[config.mk]
export PLATFORM = sky130hd
export DESIGN_NAME = bav_top
export DESIGN_NICKNAME = d
export VERILOG_FILES = /design/src/bav_pkg.sv /design/src/bav_cfg_if.sv /design/src/bav_top.sv /design/src/bav_apb_regs.sv /design/src/bav_leap_detect.sv
export VERILOG_INCLUDE_DIRS = /design/src /design/src/src
export SDC_FILE = /design/constraint.sdc
export NUM_CORES = 1
export LEC_CHECK = 0
export ABC_AREA = 1
export BUFFER_PORTS_ARGS = -buffer_cell sky130_fd_sc_hd__buf_2
export CORE_MARGIN = 2
export CORE_UTILIZATION = 40
export DETAILED_ROUTE_END_ITERATION = 6
export SLEW_MARGIN = 25
export SYNTH_ARGS = -nofsm -noshare
export SYNTH_HDL_FRONTEND = slang
export SYNTH_HIERARCHICAL = 1
export SYNTH_SLANG_ARGS = --single-unit
[constraint.sdc]
create_clock -name pclk -period 4.15 [get_ports pclk]
set_input_delay 0.415 -clock pclk [delete_from_list [all_inputs] [get_ports pclk]]
set_output_delay 0.415 -clock pclk [all_outputs]
set_load 0.05 [all_outputs]
[src/bav_map.svh]
`ifndef BAV_MAP_SVH
`define BAV_MAP_SVH

// Register indices; byte address is four times the index
`define BAV_IDX_JUMP_CFG     8'h72
`define BAV_IDX_START_VOLT   8'h73
`define BAV_IDX_LOOP_TUNING  8'h74

// Reset values
`define BAV_RST_JUMP_CFG     8'h00
`define BAV_RST_START_VOLT   8'h00
`define BAV_RST_LOOP_TUNING  8'h00

// Adaptive and jump configuration fields
`define BAV_DRV_SIZE_MSB     7
`define BAV_DRV_SIZE_LSB     6
`define BAV_ADAPT_EN_BIT     5
`define BAV_JUMP_EN_BIT      4
`define BAV_LEAP_THR_MSB     3
`define BAV_LEAP_THR_LSB     2
`define BAV_JUMP_STEP_MSB    1
`define BAV_JUMP_STEP_LSB    0

// Start voltage field
`define BAV_INIT_VOLT_MSB    5
`define BAV_INIT_VOLT_LSB    0
`define BAV_START_VOLT_MASK  8'h3F

// Loop tuning fields
`define BAV_LLC_MSB          7
`define BAV_LLC_LSB          6
`define BAV_JITTER_MSB       5
`define BAV_JITTER_LSB       4
`define BAV_GAIN_I_MSB       3
`define BAV_GAIN_I_LSB       2
`define BAV_GAIN_P_MSB       1
`define BAV_GAIN_P_LSB       0

// Voltage target in control steps of 0.125 V above 16 V
`define BAV_STEPS_PER_CODE   2
`define BAV_TARGET_MAX       8'hFC

// Jump sizes in control steps
`define BAV_JUMP_STEPS_0     7'h08
`define BAV_JUMP_STEPS_1     7'h10
`define BAV_JUMP_STEPS_2     7'h20
`define BAV_JUMP_STEPS_3     7'h40

// Brightness rise thresholds: 10, 30, 50 and 70 percent of full scale
`define BAV_LEAP_THR_0       17'h0199A
`define BAV_LEAP_THR_1       17'h04CCD
`define BAV_LEAP_THR_2       17'h08000
`define BAV_LEAP_THR_3       17'h0B333

// Light-load threshold step in microamps
`define BAV_PFM_UA_STEP      3'h5

`endif

[src/bav_pkg.sv]
package bav_pkg;

  // Voltage control state
  typedef enum logic [0:0] {
    BAV_FIXED = 1'b0,
    BAV_ADAPT = 1'b1
  } bav_state_t;

  // Apb slave access phase
  typedef enum logic [0:0] {
    BAV_APB_WAIT = 1'b0,
    BAV_APB_DONE = 1'b1
  } bav_apb_t;

endpackage

[src/bav_cfg_if.sv]
`timescale 1ns/1ns
`default_nettype none

// Configuration fields from the register file to the control core
interface bav_cfg_if;
  logic [1:0] driver_size;
  logic       adapt_en;
  logic       jump_en;
  logic [1:0] leap_trigger_threshold;
  logic [1:0] jump_step;
  logic [5:0] init_volt;
  logic [1:0] light_load_threshold;
  logic [1:0] jitter;
  logic [1:0] gain_i;
  logic [1:0] gain_p;

  modport regs (output driver_size, adapt_en, jump_en, leap_trigger_threshold, jump_step,
                init_volt, light_load_threshold, jitter, gain_i, gain_p);
  modport core (input driver_size, adapt_en, jump_en, leap_trigger_threshold, jump_step,
                init_volt, light_load_threshold, jitter, gain_i, gain_p);
endinterface

`default_nettype wire

[src/bav_top.sv]
// Operation
// - Adaptive disabled: output voltage held at the initial-voltage setting.
// - Adaptive enabled: start at initial voltage, then follow highest string voltage.
// - All outputs in cluster mode forces adaptive mode off.
// - Jump enable clear uses normal steps only; set allows jump commands.
// - Threshold codes 00..11 trigger jumps at 10, 30, 50, 70 percent rise.
// - Jump step codes 00..11 add 8, 16, 32, 64 control steps.
// - Initial code maps to 16 V plus 0.5 V per code, up to 47.5 V.
// - Jitter filter codes: bypass, 300 kHz, 60 kHz, 30 kHz.
// - Bits 3:2 select integral gain 1 to 4.
// - Bits 1:0 select proportional gain 1 to 4.
// - Light-load codes select PFM entry threshold 5, 10, 15, 20 uA.
// - Driver-size field selects one of four gate driver strengths.
//
// Implementation choice: the APB interface to the registers.
`timescale 1ns/1ns
`default_nettype none
`include "bav_map.svh"

module bav_top
  import bav_pkg::*;
(
  input  wire logic        pclk,
  input  wire logic        presetn,
  input  wire logic        psel,
  input  wire logic        penable,
  input  wire logic        pwrite,
  input  wire logic [11:0] paddr,
  input  wire logic [31:0] pwdata,
  output logic      [31:0] prdata,
  output logic             pready,
  output logic             pslverr,
  input  wire logic [3:0]  cluster_mode,
  input  wire logic        step_tick,
  input  wire logic        headroom_low,
  input  wire logic        headroom_high,
  input  wire logic [15:0] brightness,
  input  wire logic        brightness_valid,
  output logic      [7:0]  boost_target,
  output logic             adapt_active,
  output logic             jump_pulse,
  output logic             jitter_bypass,
  output logic      [1:0]  jitter_corner,
  output logic      [2:0]  int_gain,
  output logic      [2:0]  prop_gain,
  output logic      [4:0]  pfm_threshold_ua,
  output logic      [1:0]  driver_strength
);

  bav_cfg_if  cfg ();
  bav_state_t state;
  bav_state_t next_state;
  logic [7:0] next_boost_target;
  logic       next_jump_pulse;
  logic [7:0] start_steps;
  logic       adapt_allowed;
  logic       leap_evt;
  logic       next_jitter_bypass;
  logic [2:0] next_int_gain;
  logic [2:0] next_prop_gain;
  logic [4:0] next_pfm_threshold_ua;

  // Control steps for a jump size code
  function automatic logic [6:0] jump_steps(input logic [1:0] code);
    case (code)
      2'h0:    jump_steps = `BAV_JUMP_STEPS_0;
      2'h1:    jump_steps = `BAV_JUMP_STEPS_1;
      2'h2:    jump_steps = `BAV_JUMP_STEPS_2;
      default: jump_steps = `BAV_JUMP_STEPS_3;
    endcase
  endfunction

  // Saturating addition to the voltage target
  function automatic logic [7:0] sat_add(input logic [7:0] a, input logic [6:0] b);
    logic [8:0] sum;
    sum = {1'b0, a} + {2'b00, b};
    if (sum > {1'b0, `BAV_TARGET_MAX}) begin
      sat_add = `BAV_TARGET_MAX;
    end else begin
      sat_add = sum[7:0];
    end
  endfunction

  bav_apb_regs u_regs (
    .pclk    (pclk),
    .presetn (presetn),
    .psel    (psel),
    .penable (penable),
    .pwrite  (pwrite),
    .paddr   (paddr),
    .pwdata  (pwdata),
    .prdata  (prdata),
    .pready  (pready),
    .pslverr (pslverr),
    .cfg     (cfg)
  );

  bav_leap_detect u_leap (
    .pclk             (pclk),
    .presetn          (presetn),
    .brightness       (brightness),
    .brightness_valid (brightness_valid),
    .thr_code         (cfg.leap_trigger_threshold),
    .leap_evt         (leap_evt)
  );

  // Initial voltage in control steps; 0.5 V per code is four steps
  assign start_steps   = {2'b00, cfg.init_volt} << `BAV_STEPS_PER_CODE;
  assign adapt_allowed = cfg.adapt_en && !(&cluster_mode);

  // Voltage target control
  always_comb begin
    next_state        = state;
    next_boost_target = boost_target;
    next_jump_pulse   = 1'b0;
    case (state)
      BAV_FIXED: begin
        next_boost_target = start_steps;
        if (adapt_allowed) begin
          next_state = BAV_ADAPT;
        end
      end
      BAV_ADAPT: begin
        if (!adapt_allowed) begin
          next_state        = BAV_FIXED;
          next_boost_target = start_steps;
        end else if (cfg.jump_en && leap_evt) begin
          next_boost_target = sat_add(boost_target, jump_steps(cfg.jump_step));
          next_jump_pulse   = 1'b1;
        end else if (step_tick && headroom_low) begin
          next_boost_target = sat_add(boost_target, 7'h01);
        end else if (step_tick && headroom_high && (boost_target != 8'h00)) begin
          next_boost_target = boost_target - 8'h01;
        end
      end
      default: begin
        next_state        = BAV_FIXED;
        next_boost_target = start_steps;
      end
    endcase
  end

  // Target and state registers
  always_ff @(posedge pclk or negedge presetn) begin
    if (!presetn) begin
      state        <= BAV_FIXED;
      boost_target <= 8'h00;
      adapt_active <= 1'b0;
      jump_pulse   <= 1'b0;
    end else begin
      state        <= next_state;
      boost_target <= next_boost_target;
      adapt_active <= (next_state == BAV_ADAPT);
      jump_pulse   <= next_jump_pulse;
    end
  end

  // Loop tuning decode
  always_comb begin
    next_jitter_bypass    = (cfg.jitter == 2'h0);
    next_int_gain         = {1'b0, cfg.gain_i} + 3'h1;
    next_prop_gain        = {1'b0, cfg.gain_p} + 3'h1;
    next_pfm_threshold_ua = 5'(({3'h0, cfg.light_load_threshold} + 5'h01) * `BAV_PFM_UA_STEP);
  end

  // Tuning output registers
  always_ff @(posedge pclk or negedge presetn) begin
    if (!presetn) begin
      jitter_bypass    <= 1'b1;
      jitter_corner    <= 2'h0;
      int_gain         <= 3'h1;
      prop_gain        <= 3'h1;
      pfm_threshold_ua <= 5'h05;
      driver_strength  <= 2'h0;
    end else begin
      jitter_bypass    <= next_jitter_bypass;
      jitter_corner    <= cfg.jitter;
      int_gain         <= next_int_gain;
      prop_gain        <= next_prop_gain;
      pfm_threshold_ua <= next_pfm_threshold_ua;
      driver_strength  <= cfg.driver_size;
    end
  end
endmodule

`default_nettype wire

[src/bav_apb_regs.sv]
`timescale 1ns/1ns
`default_nettype none
`include "bav_map.svh"

module bav_apb_regs
  import bav_pkg::*;
(
  input  wire logic        pclk,
  input  wire logic        presetn,
  input  wire logic        psel,
  input  wire logic        penable,
  input  wire logic        pwrite,
  input  wire logic [11:0] paddr,
  input  wire logic [31:0] pwdata,
  output logic      [31:0] prdata,
  output logic             pready,
  output logic             pslverr,
  bav_cfg_if.regs          cfg
);

  logic [7:0]  jump_cfg;
  logic [7:0]  start_volt;
  logic [7:0]  loop_tuning;
  logic [7:0]  next_jump_cfg;
  logic [7:0]  next_start_volt;
  logic [7:0]  next_loop_tuning;
  logic [31:0] next_prdata;
  logic        next_pready;
  logic        next_pslverr;
  logic        access;
  logic        commit;

  // Byte address of a register index
  function automatic logic [11:0] byte_addr(input logic [7:0] idx);
    byte_addr = {2'b00, idx, 2'b00};
  endfunction

  // One wait state: answer is prepared in the first access cycle
  always_comb begin
    next_jump_cfg    = jump_cfg;
    next_start_volt  = start_volt;
    next_loop_tuning = loop_tuning;
    next_prdata      = prdata;
    next_pslverr     = pslverr;
    access           = psel & penable & ~pready;
    commit           = psel & penable & pready;
    next_pready      = access;
    if (access) begin
      next_pslverr = 1'b0;
      next_prdata  = 32'h0000_0000;
      if (paddr == byte_addr(`BAV_IDX_JUMP_CFG)) begin
        next_prdata = {24'h00_0000, jump_cfg};
      end else if (paddr == byte_addr(`BAV_IDX_START_VOLT)) begin
        next_prdata = {24'h00_0000, start_volt};
      end else if (paddr == byte_addr(`BAV_IDX_LOOP_TUNING)) begin
        next_prdata = {24'h00_0000, loop_tuning};
      end else begin
        next_pslverr = 1'b1;
      end
    end
    if (commit && pwrite && !pslverr) begin
      if (paddr == byte_addr(`BAV_IDX_JUMP_CFG)) begin
        next_jump_cfg = pwdata[7:0];
      end else if (paddr == byte_addr(`BAV_IDX_START_VOLT)) begin
        next_start_volt = pwdata[7:0] & `BAV_START_VOLT_MASK;  // Reserved bits read zero
      end else if (paddr == byte_addr(`BAV_IDX_LOOP_TUNING)) begin
        next_loop_tuning = pwdata[7:0];
      end
    end
  end

  // Register state
  always_ff @(posedge pclk or negedge presetn) begin
    if (!presetn) begin
      jump_cfg    <= `BAV_RST_JUMP_CFG;
      start_volt  <= `BAV_RST_START_VOLT;
      loop_tuning <= `BAV_RST_LOOP_TUNING;
      prdata      <= 32'h0000_0000;
      pready      <= 1'b0;
      pslverr     <= 1'b0;
    end else begin
      jump_cfg    <= next_jump_cfg;
      start_volt  <= next_start_volt;
      loop_tuning <= next_loop_tuning;
      prdata      <= next_prdata;
      pready      <= next_pready;
      pslverr     <= next_pslverr;
    end
  end

  // Field outputs
  assign cfg.driver_size            = jump_cfg[`BAV_DRV_SIZE_MSB:`BAV_DRV_SIZE_LSB];
  assign cfg.adapt_en               = jump_cfg[`BAV_ADAPT_EN_BIT];
  assign cfg.jump_en                = jump_cfg[`BAV_JUMP_EN_BIT];
  assign cfg.leap_trigger_threshold = jump_cfg[`BAV_LEAP_THR_MSB:`BAV_LEAP_THR_LSB];
  assign cfg.jump_step              = jump_cfg[`BAV_JUMP_STEP_MSB:`BAV_JUMP_STEP_LSB];
  assign cfg.init_volt              = start_volt[`BAV_INIT_VOLT_MSB:`BAV_INIT_VOLT_LSB];
  assign cfg.light_load_threshold   = loop_tuning[`BAV_LLC_MSB:`BAV_LLC_LSB];
  assign cfg.jitter                 = loop_tuning[`BAV_JITTER_MSB:`BAV_JITTER_LSB];
  assign cfg.gain_i                 = loop_tuning[`BAV_GAIN_I_MSB:`BAV_GAIN_I_LSB];
  assign cfg.gain_p                 = loop_tuning[`BAV_GAIN_P_MSB:`BAV_GAIN_P_LSB];

endmodule

`default_nettype wire

[src/bav_leap_detect.sv]
`timescale 1ns/1ns
`default_nettype none
`include "bav_map.svh"

module bav_leap_detect
  import bav_pkg::*;
(
  input  wire logic        pclk,
  input  wire logic        presetn,
  input  wire logic [15:0] brightness,
  input  wire logic        brightness_valid,
  input  wire logic [1:0]  thr_code,
  output logic             leap_evt
);

  logic [15:0] last_level;
  logic [15:0] next_last_level;
  logic        next_leap_evt;
  logic [16:0] rise;

  // Brightness rise needed for a jump
  function automatic logic [16:0] thr_value(input logic [1:0] code);
    case (code)
      2'h0:    thr_value = `BAV_LEAP_THR_0;
      2'h1:    thr_value = `BAV_LEAP_THR_1;
      2'h2:    thr_value = `BAV_LEAP_THR_2;
      default: thr_value = `BAV_LEAP_THR_3;
    endcase
  endfunction

  // Compare each new level with the previous one
  always_comb begin
    rise            = {1'b0, brightness} - {1'b0, last_level};
    next_last_level = last_level;
    next_leap_evt   = 1'b0;
    if (brightness_valid) begin
      next_last_level = brightness;
      next_leap_evt   = (brightness > last_level) && (rise >= thr_value(thr_code));
    end
  end

  // Level memory and event pulse
  always_ff @(posedge pclk or negedge presetn) begin
    if (!presetn) begin
      last_level <= 16'h0000;
      leap_evt   <= 1'b0;
    end else begin
      last_level <= next_last_level;
      leap_evt   <= next_leap_evt;
    end
  end
endmodule

`default_nettype wire

==> flow_summary.json <==
{
  "status": "finished clean",
  "ys_seq_area_share_pct": 33.4,
  "cts.sinks": 74,
  "start_kind": "flop",
  "cts_post_setup_buffers_inserted": 0,
  "power_density_nw_per_um2": 315,
  "ys.flop_type": "dfrtp_1",
  "cp_top_family": "adder cells",
  "num_antenna_cells": 0,
  "syn_inst": 735,
  "path_clk_slew_ns": 0.06,
  "drc": 0,
  "track_usage_pct": 17.8,
  "ff2ff_setup_slack_ns": 1.25,
  "slew_headroom_pct": 54.7,
  "ctsResizeCount": 0,
  "synth.area.top_cells": "dfrtp_1 31%, nand2_1 14%, ha_1 11%, inv_1 7.6%, nand3_1 5.2%",
  "vias": 4703,
  "grt_pass1_wl_um": 20800,
  "maxCapViolCount": 0,
  "final_nets": 945,
  "ys_top_cells_by_count": "206 x nand2_1, 113 x inv_1, 69 x dfrtp_1",
  "area_growth_pct": 14.4,
  "fin_util_pct": 46.4,
  "ys_warn_count": 6,
  "synth.cell_area_um2": 5560,
  "arrival_ns": 3.16,
  "htree_levels": 3,
  "rr_startpoint": "u_leap/last_level[0]",
  "clockBufferDepth": 2,
  "routed_via_density": 4.67,
  "p_leak_nw": 3.52,
  "post-place-cells": 990,
  "dieWidth_um": 122,
  "cp.required_ns": 4.42,
  "avgSynthCellArea_um2": 7.57,
  "cts_buffers": 9,
  "wire_per_inst_um": 12.3,
  "cp_slowest_cell": "fa_1",
  "yosys.cell_types.count": 44,
  "die_h_um": 122,
  "grt_antenna_before_repair": 0,
  "vdd_drop_max_mv": 0.229,
  "path_class": "reg2reg",
  "regToRegEndpoint": "u_leap/leap_evt",
  "cts-root-buf": "clkbuf_16",
  "clkLatencyLatePin_ns": 0.34,
  "finClkSkew_ns": 0.00693,
  "setup_viol": 0,
  "drtIter0Drc": 220,
  "ant_nets": 0,
  "cts_tree": "done",
  "crit_buf_inv": 1,
  "rsz0062_at_grt": "no",
  "slew_viol_final": 0,
  "synth_edf_count": 0,
  "fmax_mhz": 345,
  "die_area_um2": 14900,
  "detailed_place_hpwl_um": 9630,
  "first_pass_iters": 4,
  "hp-class": "in2async",
  "synth_top_cell_by_area": "dfrtp_1",
  "ctsHoldBuffers": 0,
  "totalWireLength_um": 12400,
  "min_period_ns": 2.90,
  "drive_gt1_share_pct": 20.1,
  "timing.hold.ws_ns": 0.0758,
  "boundaryPins": 133,
  "io_buffer_count": 84,
  "worst_path_largest_cell_delay_ns": 0.43,
  "synth_most_common_cell": "nand2_1",
  "grt_max_degree": 75,
  "r2r_cells": 16,
  "place.gp.congestion": 0.872,
  "min_period_over_period_pct": 69.8,
  "coreArea_um2": 13700,
  "critPathCaptureType": "flop",
  "synth_seq_cells": 74,
  "final_cells": 1006,
  "worstPathMaxFanout": 4,
  "setup_tns_ns": 0,
  "rows": 43,
  "grt.overflow.total": 0,
  "grt_pass1_vias": 4315,
  "worstMarginPinSlew_ns": 0.679,
  "synth-async-reset-ratio_pct": 100,
  "start_util_pct": 40.5,
  "hold_viol_final": 0,
  "synth_top_area_share_pct": 31.0,
  "path_cells": "ha_1 > fa_1 > o21ai_2 > nand2_2 > nand3_4 > a21oi_2 > xnor2_1 > ha_1 > inv_1 > nor3_1 > nand4_1 > o21bai_1 > a21oi_1 > nand2_1 > nand2_1 > nor2_1"
}
[routing by layer]
metal,global-route usage (%),vias to the layer above,share of wire (%)
li1,-,2472,-
met1,25.3,2113,51
met2,26.7,104,44
met3,3.28,14,4.3
met4,7.04,0,1.4
met5,0,-,0
[sequential cells by signal, indices dropped and copies added (netlist names)]
| signal | count |
|---|---|
| u_regs/loop_tuning | 8 |
| prop_gain | 3 |
| u_leap/leap_evt | 1 |
| u_regs/prdata | 8 |
| driver_strength | 2 |
| pfm_threshold_ua | 4 |
| state | 1 |
| u_regs/pready | 1 |
| u_regs/jump_cfg | 8 |
| boost_target | 8 |
| u_regs/pslverr | 1 |
| jitter_bypass | 1 |
| jitter_corner | 2 |
| u_regs/start_volt | 6 |
| jump_pulse | 1 |
| u_leap/last_level | 16 |
| int_gain | 3 |
[where the power goes]
group | total (mW) | internal (mW) | switching (mW)
combinational | 0.444 | 0.154 | 0.290
sequential | 0.746 | 0.739 | 0.00727
clock | 0.814 | 0.476 | 0.337
total | 2.00 | 1.37 | 0.635
[worst max path at each step]
stage	startpoint	end	depth (start not counted)
4_1_cts	u_leap/last_level[0]	u_leap/leap_evt	16
2_1_floorplan	brightness[0]	u_leap/leap_evt	19
5_1_grt	u_leap/last_level[0]	u_leap/leap_evt	16
3_5_place_dp	brightness[0]	u_leap/leap_evt	18
3_3_place_gp	brightness[0]	u_leap/leap_evt	18
6_report	u_leap/last_level[0]	u_leap/leap_evt	16
[cells by family after synthesis]
family	count (synthesis)	share of synthesized area (%)
buffers and inverters	150	12.3
flip-flops	74	33.4
XOR/XNOR	17	2.68
AND/OR/NAND/NOR	345	28.6
adder cells (fa/ha/maj)	51	11.7
AO/OA/AOI/OAI	97	11.1
other	1	0.0674
[stage by stage]
stage	worst slack (ns)	cell area, µm²	power (mW)
after floorplan	1.45	5650	1.12
after CTS	1.24	6360	2.03
after detailed placement	1.08	6050	1.20
final	1.25	6360	2.00
after global placement	1.11	6050	1.20
after global routing	0.994	6360	2.13
[worst reg2reg max path, stage by stage (launching register included)]
cell	delay, ns
dfrtp_1	0.39
ha_1	0.25
fa_1	0.43
o21ai_2	0.23
nand2_2	0.09
nand3_4	0.10
a21oi_2	0.08
xnor2_1	0.13
ha_1	0.30
inv_1	0.05
nor3_1	0.26
nand4_1	0.12
o21bai_1	0.14
a21oi_1	0.05
nand2_1	0.07
nand2_1	0.05
nor2_1	0.08
[final cells by class]
type / instances / area (µm²)
sequential: 74 / 1860
clock inverter: 7 / 81.3
inverter: 118 / 443
timing repair buffer: 84 / 427
clock buffer: 9 / 225
tap: 180 / 225
multi-input combinational: 534 / 3100
fill: 1391 / 7360
[layout by cell type, fill, tap and decap left out, types with 2 or more instances in the layout]
| cell | count |
|---|---|
| a31oi_1 | 5 |
| inv_6 | 5 |
| inv_2 | 4 |
| nand2_1 | 206 |
| inv_1 | 113 |
| xnor2_1 | 7 |
| nor3_2 | 4 |
| nand3_1 | 58 |
| nor2_1 | 30 |
| a21oi_2 | 2 |
| clkbuf_16 | 9 |
| fa_1 | 2 |
| xor2_1 | 10 |
| nor3_1 | 6 |
| buf_2 | 83 |
| o21ai_0 | 29 |
| ha_1 | 49 |
| a21oi_1 | 26 |
| nand2_2 | 8 |
| conb_1 | 24 |
| o21bai_1 | 2 |
| o21ai_2 | 18 |
| nand4_1 | 10 |
| nor2_4 | 6 |
| dfstp_2 | 5 |
| nor2_2 | 8 |
| o21ai_1 | 4 |
| nand3_4 | 3 |
| o21bai_2 | 2 |
| o21a_1 | 3 |
| dfrtp_1 | 69 |
| a21o_1 | 2 |
No activity file was read; power rests on OpenSTA's default activity.
